## src/design/supervisor_pkg.sv

```systemverilog
// Operation
// - mode from two stored flags: 00 slave, 10 master, 11 repeater, 01 monitor
// - flags loaded at every initialization; mode never changes while running
// - storage writes and port operations only in slave mode
// - start at 16 MHz setting, after about 200 us follow crystal detection
// - crystal detection stays active until first error-free telegram, then freezes
// - slave locks on master call; other modes lock on call or response
// - clock watchdog resets device when oscillation missing over 20 us
// - over 140 C for over 2 s: inductor off, reset, analog power-down
// - over-temperature shutdown held until bus supply power cycle
// - inductor output short to ground gives same latched shutdown
// - first pulse amplitude from 3-bit converter sets thresholds at half
// - slave mode checks syntax and timing, strobes only correct telegrams
// - main state machine receives decoded word, returns response data
// - response data sent as Manchester-II stream to transmitter
// - master mode strobes each correct slave response
// - monitor mode gives separate master and slave telegram strobes
// - aux pin: addressing input in slave, direct transmit input in master
// - fail pin: CMOS input in slave, power-fail comparator in master
// - aux channel auto-detects photodiode current or CMOS signal
// - with aux channel active, response goes inverted on first indicator
// - aux channel enabled by activation sequence, disabled on any reset
package supervisor_pkg;

  // ---------------------------------------------------------------
  // clock and timing
  // ---------------------------------------------------------------
  localparam int unsigned CLK_HZ = 40000000;
  localparam int unsigned CLK_PERIOD_PS = 1000000000 / (CLK_HZ / 1000);
  localparam int unsigned DETECT_TIME_US = 200;
  localparam int unsigned DETECT_CYCLES = DETECT_TIME_US * (CLK_HZ / 1000000);
  localparam int unsigned WATCHDOG_TIME_US = 20;
  localparam int unsigned WATCHDOG_CYCLES = WATCHDOG_TIME_US * (CLK_HZ / 1000000);
  localparam int unsigned OVERTEMP_TIME_MS = 2000;
  localparam int unsigned OVERTEMP_CYCLES = OVERTEMP_TIME_MS * (CLK_HZ / 1000);
  localparam int unsigned BIT_TIME_NS = 6000;
  localparam int unsigned HALF_BIT_CYCLES = (BIT_TIME_NS * 1000 / 2) / CLK_PERIOD_PS;
  localparam int unsigned BIT_CYCLES = 2 * HALF_BIT_CYCLES;
  localparam int unsigned SAMPLE_FIRST = HALF_BIT_CYCLES / 2;
  localparam int unsigned SAMPLE_SECOND = HALF_BIT_CYCLES + HALF_BIT_CYCLES / 2;

  // ---------------------------------------------------------------
  // counter widths
  // ---------------------------------------------------------------
  localparam int unsigned BIT_CNT_W = 8;
  localparam int unsigned DETECT_CNT_W = 14;
  localparam int unsigned WATCHDOG_CNT_W = 10;
  localparam int unsigned OVERTEMP_CNT_W = 27;

  // ---------------------------------------------------------------
  // telegram layout and reset values
  // ---------------------------------------------------------------
  localparam int unsigned MASTER_CALL_BITS = 14;
  localparam int unsigned SLAVE_RESP_BITS = 7;
  localparam int unsigned RESP_DATA_BITS = 4;
  localparam int unsigned TX_HALVES = 2 * SLAVE_RESP_BITS;
  localparam int unsigned AMP_BITS = 3;
  localparam logic FREQ_16_RESET = 1'b1;
  localparam logic [13:0] ACTIVATION_CALL_DEFAULT = 14'h0001;

  typedef enum logic [1:0] {
    MODE_SLAVE,
    MODE_MASTER,
    MODE_REPEATER,
    MODE_MONITOR
  } mode_e;

endpackage

```

## src/design/telegram_checker.sv

```systemverilog
`timescale 1ns/100ps
module telegram_checker (
  input wire logic clk,
  input wire logic reset,
  input wire logic line_raw,
  input wire logic enable,
  output logic master_call_ok,
  output logic slave_resp_ok,
  output logic [13:0] word
);

  typedef enum logic {RX_IDLE, RX_BITS} rx_state_e;

  logic s1, s2, s3, line;
  rx_state_e state;
  logic [supervisor_pkg::BIT_CNT_W-1:0] cyc;
  logic [3:0] nbits;
  logic [13:0] shift;
  logic h1;
  logic done;

  // ---------------------------------------------------------------
  // line synchroniser
  // ---------------------------------------------------------------
  // line idles high, so reset values keep a false start away
  always_ff @(posedge clk or posedge reset) begin
    if (reset) begin
      s1 <= 1'b1;
      s2 <= 1'b1;
      s3 <= 1'b1;
      line <= 1'b1;
    end else begin
      s1 <= line_raw;
      s2 <= s1;
      s3 <= s2;
      if (s2 == s3) begin
        line <= s3;
      end
    end
  end

  // ---------------------------------------------------------------
  // manchester demodulation
  // ---------------------------------------------------------------
  // bit value is the first half; both halves high marks the end
  always_ff @(posedge clk or posedge reset) begin
    if (reset) begin
      state <= RX_IDLE;
      cyc <= '0;
      nbits <= '0;
      shift <= '0;
      h1 <= 1'b0;
      done <= 1'b0;
    end else begin
      done <= 1'b0;
      unique case (state)
        RX_IDLE: begin
          if (enable && !line) begin
            state <= RX_BITS;
            cyc <= 8'd1;
            nbits <= '0;
            shift <= '0;
          end
        end
        RX_BITS: begin
          if (cyc == 8'(supervisor_pkg::BIT_CYCLES - 1)) begin
            cyc <= '0;
          end else begin
            cyc <= cyc + 8'd1;
          end
          if (cyc == 8'(supervisor_pkg::SAMPLE_FIRST)) begin
            h1 <= line;
          end
          if (!enable) begin
            state <= RX_IDLE;
          end else if (cyc == 8'(supervisor_pkg::SAMPLE_SECOND)) begin
            if (h1 != line) begin
              shift <= {shift[12:0], h1};
              nbits <= nbits + 4'd1;
              // too long for any telegram: drop it
              if (nbits == 4'(supervisor_pkg::MASTER_CALL_BITS)) begin
                state <= RX_IDLE;
              end
            end else if (h1) begin
              done <= 1'b1;
              state <= RX_IDLE;
            end else begin
              state <= RX_IDLE;
            end
          end
        end
      endcase
    end
  end

  // ---------------------------------------------------------------
  // frame checks and result pulses
  // ---------------------------------------------------------------
  // start bit 0, end bit 1, even parity over the middle bits
  always_ff @(posedge clk or posedge reset) begin
    if (reset) begin
      master_call_ok <= 1'b0;
      slave_resp_ok <= 1'b0;
      word <= '0;
    end else begin
      master_call_ok <= done && nbits == 4'(supervisor_pkg::MASTER_CALL_BITS)
        && !shift[13] && shift[0] && !(^shift[12:1]);
      slave_resp_ok <= done && nbits == 4'(supervisor_pkg::SLAVE_RESP_BITS)
        && !shift[6] && shift[0] && !(^shift[5:1]);
      if (done) begin
        word <= shift;
      end
    end
  end

endmodule

```

## src/design/node_mode_supervisor.sv

```systemverilog
`timescale 1ns/100ps
module node_mode_supervisor #(
  parameter int unsigned DETECT_CYCLES = supervisor_pkg::DETECT_CYCLES,
  parameter int unsigned OVERTEMP_CYCLES = supervisor_pkg::OVERTEMP_CYCLES,
  parameter logic [13:0] ACTIVATION_CALL = supervisor_pkg::ACTIVATION_CALL_DEFAULT
) (
  input wire logic clk,
  input wire logic reset,
  input wire logic nvm_ready,
  input wire logic nvm_master_flag,
  input wire logic nvm_repeater_flag,
  input wire logic bus_rx_line,
  input wire logic amp_valid,
  input wire logic [2:0] amp_code,
  input wire logic osc_activity,
  input wire logic crystal_is_8mhz,
  input wire logic temp_high,
  input wire logic inductor_short,
  input wire logic fail_input_pin,
  input wire logic fail_comparator,
  input wire logic aux_channel_pin,
  input wire logic aux_current_detect,
  input wire logic resp_load,
  input wire logic [3:0] resp_data,
  output logic mode_slave,
  output logic mode_master,
  output logic mode_repeater,
  output logic mode_monitor,
  output logic mode_valid,
  output logic nvm_write_enable,
  output logic io_enable,
  output logic freq_16mhz,
  output logic freq_locked,
  output logic device_reset,
  output logic inductor_enable,
  output logic analog_power_down,
  output logic [2:0] pos_threshold,
  output logic [2:0] neg_threshold,
  output logic strobe_master_call,
  output logic strobe_slave_resp,
  output logic [13:0] rx_word,
  output logic tx_enable,
  output logic tx_manchester,
  output logic first_indicator_pin,
  output logic aux_enabled,
  output logic aux_current_path,
  output logic fail_digital_level,
  output logic fail_comparator_enable,
  output logic power_fail
);

  localparam int unsigned NPINS = 8;

  supervisor_pkg::mode_e mode;
  logic [NPINS-1:0] pin_raw, s1, s2, s3, pin;
  logic osc_s, xtal8_s, temp_s, short_s, fail_s, fcmp_s, auxc_s;
  logic dev_rst;
  logic shutdown;
  logic osc_prev;
  logic wd_active;
  logic [supervisor_pkg::WATCHDOG_CNT_W-1:0] wd_cnt;
  logic [supervisor_pkg::OVERTEMP_CNT_W-1:0] temp_cnt;
  logic trip;
  logic [supervisor_pkg::DETECT_CNT_W-1:0] det_cnt;
  logic det_done;
  logic is_slave, is_master_family;
  logic bus_mc, bus_sr, aux_mc;
  logic [13:0] bus_word, aux_word;
  logic aux_magic;
  logic lock_event;
  logic rx_enable, aux_rx_enable;
  logic tx_busy;
  logic [6:0] tx_shift;
  logic [3:0] tx_half;
  logic [supervisor_pkg::BIT_CNT_W-1:0] tx_cnt;
  logic tx_level;

  // ---------------------------------------------------------------
  // pin synchronisers
  // ---------------------------------------------------------------
  assign pin_raw = {aux_channel_pin, aux_current_detect, fail_comparator, fail_input_pin,
                    inductor_short, temp_high, crystal_is_8mhz, osc_activity};
  assign osc_s = pin[0];
  assign xtal8_s = pin[1];
  assign temp_s = pin[2];
  assign short_s = pin[3];
  assign fail_s = pin[4];
  assign fcmp_s = pin[5];
  assign auxc_s = pin[6];

  // three stages; a change counts once stages two and three agree
  for (genvar i = 0; i < NPINS; i++) begin : g_sync
    always_ff @(posedge clk or posedge reset) begin
      if (reset) begin
        s1[i] <= 1'b0;
        s2[i] <= 1'b0;
        s3[i] <= 1'b0;
        pin[i] <= 1'b0;
      end else begin
        s1[i] <= pin_raw[i];
        s2[i] <= s1[i];
        s3[i] <= s2[i];
        if (s2[i] == s3[i]) begin
          pin[i] <= s3[i];
        end
      end
    end
  end

  // ---------------------------------------------------------------
  // telegram checkers, bus and aux channel
  // ---------------------------------------------------------------
  assign rx_enable = mode_valid && !shutdown;
  assign aux_rx_enable = rx_enable && is_slave;

  telegram_checker u_bus_rx (
    .clk(clk),
    .reset(reset),
    .line_raw(bus_rx_line),
    .enable(rx_enable),
    .master_call_ok(bus_mc),
    .slave_resp_ok(bus_sr),
    .word(bus_word)
  );

  telegram_checker u_aux_rx (
    .clk(clk),
    .reset(reset),
    .line_raw(aux_channel_pin),
    .enable(aux_rx_enable),
    .master_call_ok(aux_mc),
    .slave_resp_ok(),
    .word(aux_word)
  );

  // ---------------------------------------------------------------
  // clock watchdog
  // ---------------------------------------------------------------
  // counts cycles since the last oscillator edge; held while it stays quiet
  always_ff @(posedge clk or posedge reset) begin
    if (reset) begin
      osc_prev <= 1'b0;
      wd_cnt <= '0;
      wd_active <= 1'b0;
    end else begin
      osc_prev <= osc_s;
      if (osc_s != osc_prev) begin
        wd_cnt <= '0;
        wd_active <= 1'b0;
      end else if (wd_cnt == 10'(supervisor_pkg::WATCHDOG_CYCLES)) begin
        wd_active <= 1'b1;
      end else begin
        wd_cnt <= wd_cnt + 10'd1;
      end
    end
  end

  // ---------------------------------------------------------------
  // thermal and short-circuit shutdown
  // ---------------------------------------------------------------
  assign trip = temp_s && temp_cnt == 27'(OVERTEMP_CYCLES);

  always_ff @(posedge clk or posedge reset) begin
    if (reset) begin
      temp_cnt <= '0;
    end else if (!temp_s) begin
      temp_cnt <= '0;
    end else if (temp_cnt != 27'(OVERTEMP_CYCLES)) begin
      temp_cnt <= temp_cnt + 27'd1;
    end
  end

  // only the power-on reset clears the latch, nothing internal does
  always_ff @(posedge clk or posedge reset) begin
    if (reset) begin
      shutdown <= 1'b0;
      inductor_enable <= 1'b1;
      analog_power_down <= 1'b0;
    end else begin
      if (trip || short_s) begin
        shutdown <= 1'b1;
        inductor_enable <= 1'b0;
        analog_power_down <= 1'b1;
      end
    end
  end

  // device reset: watchdog level plus one pulse on shutdown entry
  always_ff @(posedge clk or posedge reset) begin
    if (reset) begin
      dev_rst <= 1'b0;
    end else begin
      dev_rst <= wd_active || ((trip || short_s) && !shutdown);
    end
  end
  assign device_reset = dev_rst;

  // ---------------------------------------------------------------
  // operating mode
  // ---------------------------------------------------------------
  assign is_slave = mode_valid && mode == supervisor_pkg::MODE_SLAVE;
  assign is_master_family = mode_valid && mode != supervisor_pkg::MODE_SLAVE;

  // loaded once per initialization, so the mode cannot move while running
  always_ff @(posedge clk or posedge reset) begin
    if (reset) begin
      mode <= supervisor_pkg::MODE_SLAVE;
      mode_valid <= 1'b0;
    end else if (dev_rst) begin
      mode_valid <= 1'b0;
    end else if (!mode_valid && nvm_ready && !shutdown) begin
      mode_valid <= 1'b1;
      unique case ({nvm_master_flag, nvm_repeater_flag})
        2'b00: mode <= supervisor_pkg::MODE_SLAVE;
        2'b10: mode <= supervisor_pkg::MODE_MASTER;
        2'b11: mode <= supervisor_pkg::MODE_REPEATER;
        2'b01: mode <= supervisor_pkg::MODE_MONITOR;
      endcase
    end
  end

  // decoded mode flags and slave-only permissions
  always_ff @(posedge clk or posedge reset) begin
    if (reset) begin
      mode_slave <= 1'b0;
      mode_master <= 1'b0;
      mode_repeater <= 1'b0;
      mode_monitor <= 1'b0;
      nvm_write_enable <= 1'b0;
      io_enable <= 1'b0;
    end else begin
      mode_slave <= is_slave;
      mode_master <= mode_valid && mode == supervisor_pkg::MODE_MASTER;
      mode_repeater <= mode_valid && mode == supervisor_pkg::MODE_REPEATER;
      mode_monitor <= mode_valid && mode == supervisor_pkg::MODE_MONITOR;
      nvm_write_enable <= is_slave && !shutdown;
      io_enable <= is_slave && !shutdown;
    end
  end

  // ---------------------------------------------------------------
  // crystal frequency detection and lock
  // ---------------------------------------------------------------
  assign lock_event = is_slave ? (bus_mc || (aux_enabled && aux_mc))
                               : (is_master_family && (bus_mc || bus_sr));

  // the lock survives device resets; only power-on reopens detection
  always_ff @(posedge clk or posedge reset) begin
    if (reset) begin
      det_cnt <= '0;
      det_done <= 1'b0;
      freq_16mhz <= supervisor_pkg::FREQ_16_RESET;
      freq_locked <= 1'b0;
    end else begin
      if (!det_done) begin
        if (det_cnt == 14'(DETECT_CYCLES - 1)) begin
          det_done <= 1'b1;
        end else begin
          det_cnt <= det_cnt + 14'd1;
        end
      end
      if (det_done && !freq_locked) begin
        freq_16mhz <= !xtal8_s;
      end
      if (lock_event) begin
        freq_locked <= 1'b1;
      end
    end
  end

  // ---------------------------------------------------------------
  // receive thresholds
  // ---------------------------------------------------------------
  // half of the first pulse level, rounded up
  always_ff @(posedge clk or posedge reset) begin
    if (reset) begin
      pos_threshold <= '0;
      neg_threshold <= '0;
    end else if (amp_valid) begin
      pos_threshold <= 3'(({1'b0, amp_code} + 4'd1) >> 1);
      neg_threshold <= 3'(({1'b0, amp_code} + 4'd1) >> 1);
    end
  end

  // ---------------------------------------------------------------
  // aux channel enable and strobes
  // ---------------------------------------------------------------
  assign aux_magic = aux_mc && aux_word == ACTIVATION_CALL;

  always_ff @(posedge clk or posedge reset) begin
    if (reset) begin
      aux_enabled <= 1'b0;
    end else if (dev_rst) begin
      aux_enabled <= 1'b0;
    end else if (is_slave && aux_magic) begin
      aux_enabled <= 1'b1;
    end
  end

  // strobes are one cycle, one per checked telegram
  always_ff @(posedge clk or posedge reset) begin
    if (reset) begin
      strobe_master_call <= 1'b0;
      strobe_slave_resp <= 1'b0;
      rx_word <= '0;
    end else begin
      strobe_master_call <= (is_slave && (bus_mc || (aux_enabled && aux_mc && !aux_magic)))
        || (mode_valid && mode == supervisor_pkg::MODE_MONITOR && bus_mc);
      strobe_slave_resp <= is_master_family && bus_sr;
      if (is_slave && aux_enabled && aux_mc && !bus_mc) begin
        rx_word <= aux_word;
      end else if (bus_mc || bus_sr) begin
        rx_word <= bus_word;
      end
    end
  end

  // ---------------------------------------------------------------
  // response encoder
  // ---------------------------------------------------------------
  // first half carries the bit, second half its inverse
  assign tx_level = tx_half[0] ? !tx_shift[6] : tx_shift[6];

  // a load while busy is ignored; the state machine waits for tx_enable low
  always_ff @(posedge clk or posedge reset) begin
    if (reset) begin
      tx_busy <= 1'b0;
      tx_shift <= '0;
      tx_half <= '0;
      tx_cnt <= '0;
    end else if (!tx_busy) begin
      if (resp_load && is_slave && !shutdown) begin
        tx_busy <= 1'b1;
        tx_shift <= {1'b0, resp_data, ^resp_data, 1'b1};
        tx_half <= '0;
        tx_cnt <= '0;
      end
    end else if (tx_cnt == 8'(supervisor_pkg::HALF_BIT_CYCLES - 1)) begin
      tx_cnt <= '0;
      if (tx_half == 4'(supervisor_pkg::TX_HALVES - 1)) begin
        tx_busy <= 1'b0;
      end else begin
        tx_half <= tx_half + 4'd1;
      end
      if (tx_half[0]) begin
        tx_shift <= {tx_shift[5:0], 1'b0};
      end
    end else begin
      tx_cnt <= tx_cnt + 8'd1;
    end
  end

  // bus driver: encoder in slave mode, aux pin passthrough otherwise
  always_ff @(posedge clk or posedge reset) begin
    if (reset) begin
      tx_enable <= 1'b0;
      tx_manchester <= 1'b1;
      first_indicator_pin <= 1'b0;
    end else begin
      if (is_master_family) begin
        tx_enable <= 1'b1;
        tx_manchester <= pin[7];
      end else begin
        tx_enable <= tx_busy && !aux_enabled;
        tx_manchester <= tx_busy ? tx_level : 1'b1;
      end
      first_indicator_pin <= aux_enabled && tx_busy && !tx_level;
    end
  end

  // ---------------------------------------------------------------
  // fail pin and aux path selection
  // ---------------------------------------------------------------
  always_ff @(posedge clk or posedge reset) begin
    if (reset) begin
      fail_digital_level <= 1'b0;
      fail_comparator_enable <= 1'b0;
      power_fail <= 1'b0;
      aux_current_path <= 1'b0;
    end else begin
      fail_digital_level <= is_slave && fail_s;
      fail_comparator_enable <= is_master_family;
      power_fail <= is_master_family && fcmp_s;
      aux_current_path <= is_slave && auxc_s;
    end
  end

endmodule

```

## config.mk

```make
export PLATFORM = sky130hd
export DESIGN_NAME = node_mode_supervisor
export DESIGN_NICKNAME = d
export VERILOG_FILES = /design/src/design/supervisor_pkg.sv /design/src/design/telegram_checker.sv /design/src/design/node_mode_supervisor.sv
export SDC_FILE = /design/constraint.sdc
export NUM_CORES = 1
export LEC_CHECK = 0
export BUFFER_PORTS_ARGS = -buffer_cell sky130_fd_sc_hd__buf_2
export CAP_MARGIN = 20
export CORE_MARGIN = 2
export CORE_UTILIZATION = 60
export DETAILED_ROUTE_END_ITERATION = 8
export GPL_ROUTABILITY_DRIVEN = 0
export PLACE_DENSITY = 0.84
export REMOVE_ABC_BUFFERS = 1
export SLEW_MARGIN = 30
export SYNTH_ARGS = -nofsm -noshare
export SYNTH_HDL_FRONTEND = slang
export SYNTH_SLANG_ARGS = --single-unit
```

## constraint.sdc

```tcl
create_clock -name clk -period 13.3 [get_ports clk]
set_input_delay 1.33 -clock clk [delete_from_list [all_inputs] [get_ports clk]]
set_output_delay 1.33 -clock clk [all_outputs]
set_load 0.02 [all_outputs]
```

==> impl_results.html <==
<table>
<tr><th>Metric</th><th>Value</th></tr>
<tr><th colspan="2">Worst setup path</th></tr>
<tr><td>Total buffers and inverters traversed by the critical path</td><td>1</td></tr>
<tr><td>Family of cells with the greatest summed delay on the critical path</td><td>flip-flops</td></tr>
<tr><td>Crit-path cells</td><td>buf_2</td></tr>
<tr><td>FF-to-FF path depth</td><td>5</td></tr>
<tr><td>Cell with the largest stage delay on the worst path</td><td>dfrtp_1</td></tr>
<tr><td>Worst path required time</td><td>roughly 12000 ps</td></tr>
<tr><td>Critical register-to-register path startpoint</td><td>mode_valid</td></tr>
<tr><td>Nature of the critical path endpoint</td><td>primary output</td></tr>
<tr><td>Reg-to-reg endpoint</td><td>tx_shift[1]</td></tr>
<tr><td>Arrival @ worst endpoint</td><td>1280 ps</td></tr>
<tr><td>Slowest stage delay, CP</td><td>around 520 ps</td></tr>
<tr><td>Type of the worst setup path</td><td>reg -&gt; out</td></tr>
<tr><td>Critical Path Source Type</td><td>flop</td></tr>
<tr><td>Setup slack on the worst flop-to-flop path</td><td>~11000 ps</td></tr>
<tr><td>Maximum fanout along the worst path</td><td>10</td></tr>
<tr><th colspan="2">STA</th></tr>
<tr><td>Final-report setup violation count</td><td>0</td></tr>
<tr><td>Final period util</td><td>about a fifth</td></tr>
<tr><td>Layout Skew</td><td>about 14 ps</td></tr>
<tr><td>Min Hold Slack</td><td>roughly 350 ps</td></tr>
<tr><td>Crit path time final</td><td>about 2600 ps</td></tr>
<tr><td>Fmax</td><td>0.383 GHz</td></tr>
<tr><td>Setup TNS</td><td>0 ps</td></tr>
<tr><td>Unrepaired setup endpoints after global routing</td><td>no</td></tr>
<tr><td>Slew of the pin with the lowest slew margin</td><td>791 ps</td></tr>
<tr><td>Max-slew violation count</td><td>0</td></tr>
<tr><td>Worst slew margin relative to its limit</td><td>around 47%</td></tr>
<tr><td>Final Hold Vio Count</td><td>0</td></tr>
<tr><th colspan="2">GRT</th></tr>
<tr><td>Global Route Usage Sum</td><td>about a quarter</td></tr>
<tr><td>First-pass GRT wire length</td><td>34700 um</td></tr>
<tr><td>Remaining Overflow, GRT</td><td>0</td></tr>
<tr><td>Via count of the first global-routing pass</td><td>between 7k and 8k</td></tr>
<tr><td>Antenna violations before repair</td><td>0</td></tr>
<tr><td>Pin count of the biggest net entering global routing</td><td>~160</td></tr>
<tr><th colspan="2">Synth</th></tr>
<tr><td>Ranking of synthesized cells by area</td><td>dfrtp_1 (56%), xnor2_1 (4.0%), mux2_2 (3.6%)</td></tr>
<tr><td>Seq/Total Area, Yosys</td><td>58.8%</td></tr>
<tr><td>Number of instances in the synthesized netlist</td><td>slightly above 900</td></tr>
<tr><td>Synth top area share</td><td>roughly 56%</td></tr>
<tr><td>Most instantiated library cell after synthesis</td><td>dfrtp_1</td></tr>
<tr><td>Mean instance size in the synthesized netlist</td><td>11.4 sq um</td></tr>
<tr><td>Synth area leader</td><td>dfrtp_1</td></tr>
<tr><td>Number of synthesis warnings</td><td>0</td></tr>
<tr><td>Count of flip-flops with a built-in enable after synthesis</td><td>0</td></tr>
<tr><td>Prevailing post-synth register cell</td><td>dfrtp_1</td></tr>
<tr><td>Ranking of synthesized cells by instance count</td><td>dfrtp_1 (232), nor2_1 (85), nand2_1 (71)</td></tr>
<tr><td>Area of the mapped netlist</td><td>slightly above 10000 sq um</td></tr>
<tr><td>Synthesis-stage register bit count</td><td>~240</td></tr>
<tr><td>Asr flop ratio synth</td><td>100%</td></tr>
<tr><td>Post-synth cell types</td><td>56</td></tr>
<tr><th colspan="2">Layout</th></tr>
<tr><td>Non-Filler Instances</td><td>1215</td></tr>
<tr><td>Area growth from synthesis to layout</td><td>12.4%</td></tr>
<tr><td>Fraction of layout instances using a drive strength above 1</td><td>~16%</td></tr>
<tr><td>N_diodes</td><td>0</td></tr>
<tr><td>Post-layout net count</td><td>just over 1k</td></tr>
<tr><td>End-of-flow core utilization</td><td>between 60% and 70%</td></tr>
<tr><th colspan="2">Clocking</th></tr>
<tr><td>Number of buffers inserted by hold repair at cts</td><td>0</td></tr>
<tr><td>Count of cells resized by post-cts repair</td><td>0</td></tr>
<tr><td>Num Clock Sinks</td><td>around 240</td></tr>
<tr><td>Clock Latency Late Sink</td><td>510 ps</td></tr>
<tr><td>Root Driver</td><td>clkbuf_16</td></tr>
<tr><td>Clock-pin slew on the worst setup and hold paths</td><td>~60 ps</td></tr>
<tr><td>CTS tree</td><td>done</td></tr>
<tr><td>Max clock buf depth</td><td>3</td></tr>
<tr><td>Cts bufs inserted</td><td>25</td></tr>
<tr><td>H-tree depth reported by CTS</td><td>1</td></tr>
<tr><td>Number of buffers inserted by post-CTS setup repair</td><td>0</td></tr>
<tr><th colspan="2">Pwr</th></tr>
<tr><td>Largest vdd supply drop</td><td>0.000113 V</td></tr>
<tr><td>Leakage component of the power</td><td>between 0.005 and 0.006 uW</td></tr>
<tr><td>Power Total</td><td>around 1600 uW</td></tr>
<tr><td>Total power divided by cell area</td><td>about 140 nW/um^2</td></tr>
<tr><th colspan="2">Detailed routing</th></tr>
<tr><td>Antenna violation net count after detailed routing</td><td>0</td></tr>
<tr><td>Detailed-route wire length</td><td>slightly above 20000 um</td></tr>
<tr><td>DRT Pass-1 Iters</td><td>5</td></tr>
<tr><td>Average detailed-routed wire length per instance</td><td>roughly 17 um</td></tr>
<tr><td>DRC violation count after routing</td><td>0</td></tr>
<tr><td>Vias</td><td>6970</td></tr>
<tr><td>Vias per std cell</td><td>about 5.7</td></tr>
<tr><td>Starting DRC count in detailed routing</td><td>roughly 500</td></tr>
<tr><th colspan="2">Die</th></tr>
<tr><td>Die ar.</td><td>roughly 18000 sq um</td></tr>
<tr><td>Chip width</td><td>roughly 140 um</td></tr>
<tr><td>Placeable core region</td><td>17100 sq um</td></tr>
<tr><td>Chip height</td><td>about 140 um</td></tr>
<tr><td>Initial Util</td><td>roughly 61%</td></tr>
<tr><td>Top-level port count</td><td>65</td></tr>
<tr><td>Number of rows in the core area</td><td>48</td></tr>
<tr><th colspan="2">Placed design</th></tr>
<tr><td>Total of buffers placed on input and output ports</td><td>64</td></tr>
<tr><td>Placed wire-length estimate after detailed placement</td><td>around 13000 um</td></tr>
<tr><td>Cell count after placement</td><td>roughly 1.2k</td></tr>
<tr><th colspan="2">Min path</th></tr>
<tr><td>Worst Hold Path Cells</td><td>0</td></tr>
<tr><td>Hold Path Sink</td><td>s2[0]</td></tr>
<tr><td>Type of the most critical hold path</td><td>reg -&gt; reg</td></tr>
<tr><td>Hold wc startpoint</td><td>s1[0]</td></tr>
<tr><th colspan="2">Run status</th></tr>
<tr><td>Run status</td><td>complete, no violations</td></tr>
<tr><th colspan="2">Job</th></tr>
<tr><td>Maximum Capacitance Violations</td><td>0</td></tr>
</table>
-- cell families after synthesis --
group | count (synthesis) | synth area share, %
buffers and inverters | 64 | 2.53
muxes | 54 | 5.61
and+or+nand+nor | 307 | 15.2
xor gates and xnor gates | 81 | 6.84
DFF | 243 | 58.8
adders and majority gates | 31 | 3.50
AOI/OAI and AO/OA | 130 | 7.54
-- worst max-delay path by stage --
stage / start / end / slack [ps] / depth (start not counted)
after floorplan: reset / aux_current_path / 5320 / 1
after global placement: reset / u_bus_rx.word[1] / 9990 / 3
after detailed placement: reset / u_bus_rx.shift[1] / 10170 / 3
after CTS: mode_valid / mode_valid / 10670 / 1
after global routing: mode_valid / tx_shift[1] / 10610 / 5
final: mode_valid / mode_valid / 10690 / 1
-- metal layers --
layer	vias to the layer above	global-route usage, %	routed length, um
met5	-	0	0
met4	0	6.89	589
met3	47	3.44	929
met2	191	38.0	9770
met1	3457	32.9	8840
li1	3275	-	-
-- state kept, by name, indices dropped and copies added (netlist names), 10 cells and up --
signal,count
u_aux_rx.shift,14
u_bus_rx.shift,14
rx_word,14
temp_cnt,27
u_aux_rx.word,14
u_bus_rx.word,14
wd_cnt,10
det_cnt,14
-- power breakdown --
part           internal [uW]  switching, uW
Combinational           57.5           84.5
Sequential               790           49.1
Clock                    380            273
-- final cells by class --
class	instances	area, sq um
tap	225	282
inverter	33	138
fill	1237	5460
sequential	243	6090
clock buffer	38	694
multi-input combinational	603	4040
timing repair buffer	66	339
clock inverter	7	68.8
-- worst reg2reg max path, stage by stage, from the launching register on --
cell and delay, ps:
dfrtp_1 520, or4b_4 550, clkinv_2 140, a21oi_2 180, nor2b_1 640, mux2_2 410
-- stage by stage --
stage,cell area (sq um),worst slack (ps)
after floorplan,10200,5320
after global placement,10900,9990
after detailed placement,10900,10170
after CTS,11600,10670
after global routing,11700,10610
final,11700,10690
-- cells in the final DEF (no fill, tap or decap), drive strengths merged, types with 11 or more instances in the layout --
master  count
dfrtp     232
nand4      22
inv        33
and2       12
ha         21
clkbuf     38
a22o       18
xnor2      47
nor3       13
xor2       34
nand3      36
and3       15
mux2i      21
nor4       11
a21oi      30
nand2      71
o21ai      59
dfstp      11
mux2       33
nor2       85
buf        66
No activity file was read; power rests on OpenSTA's default activity.
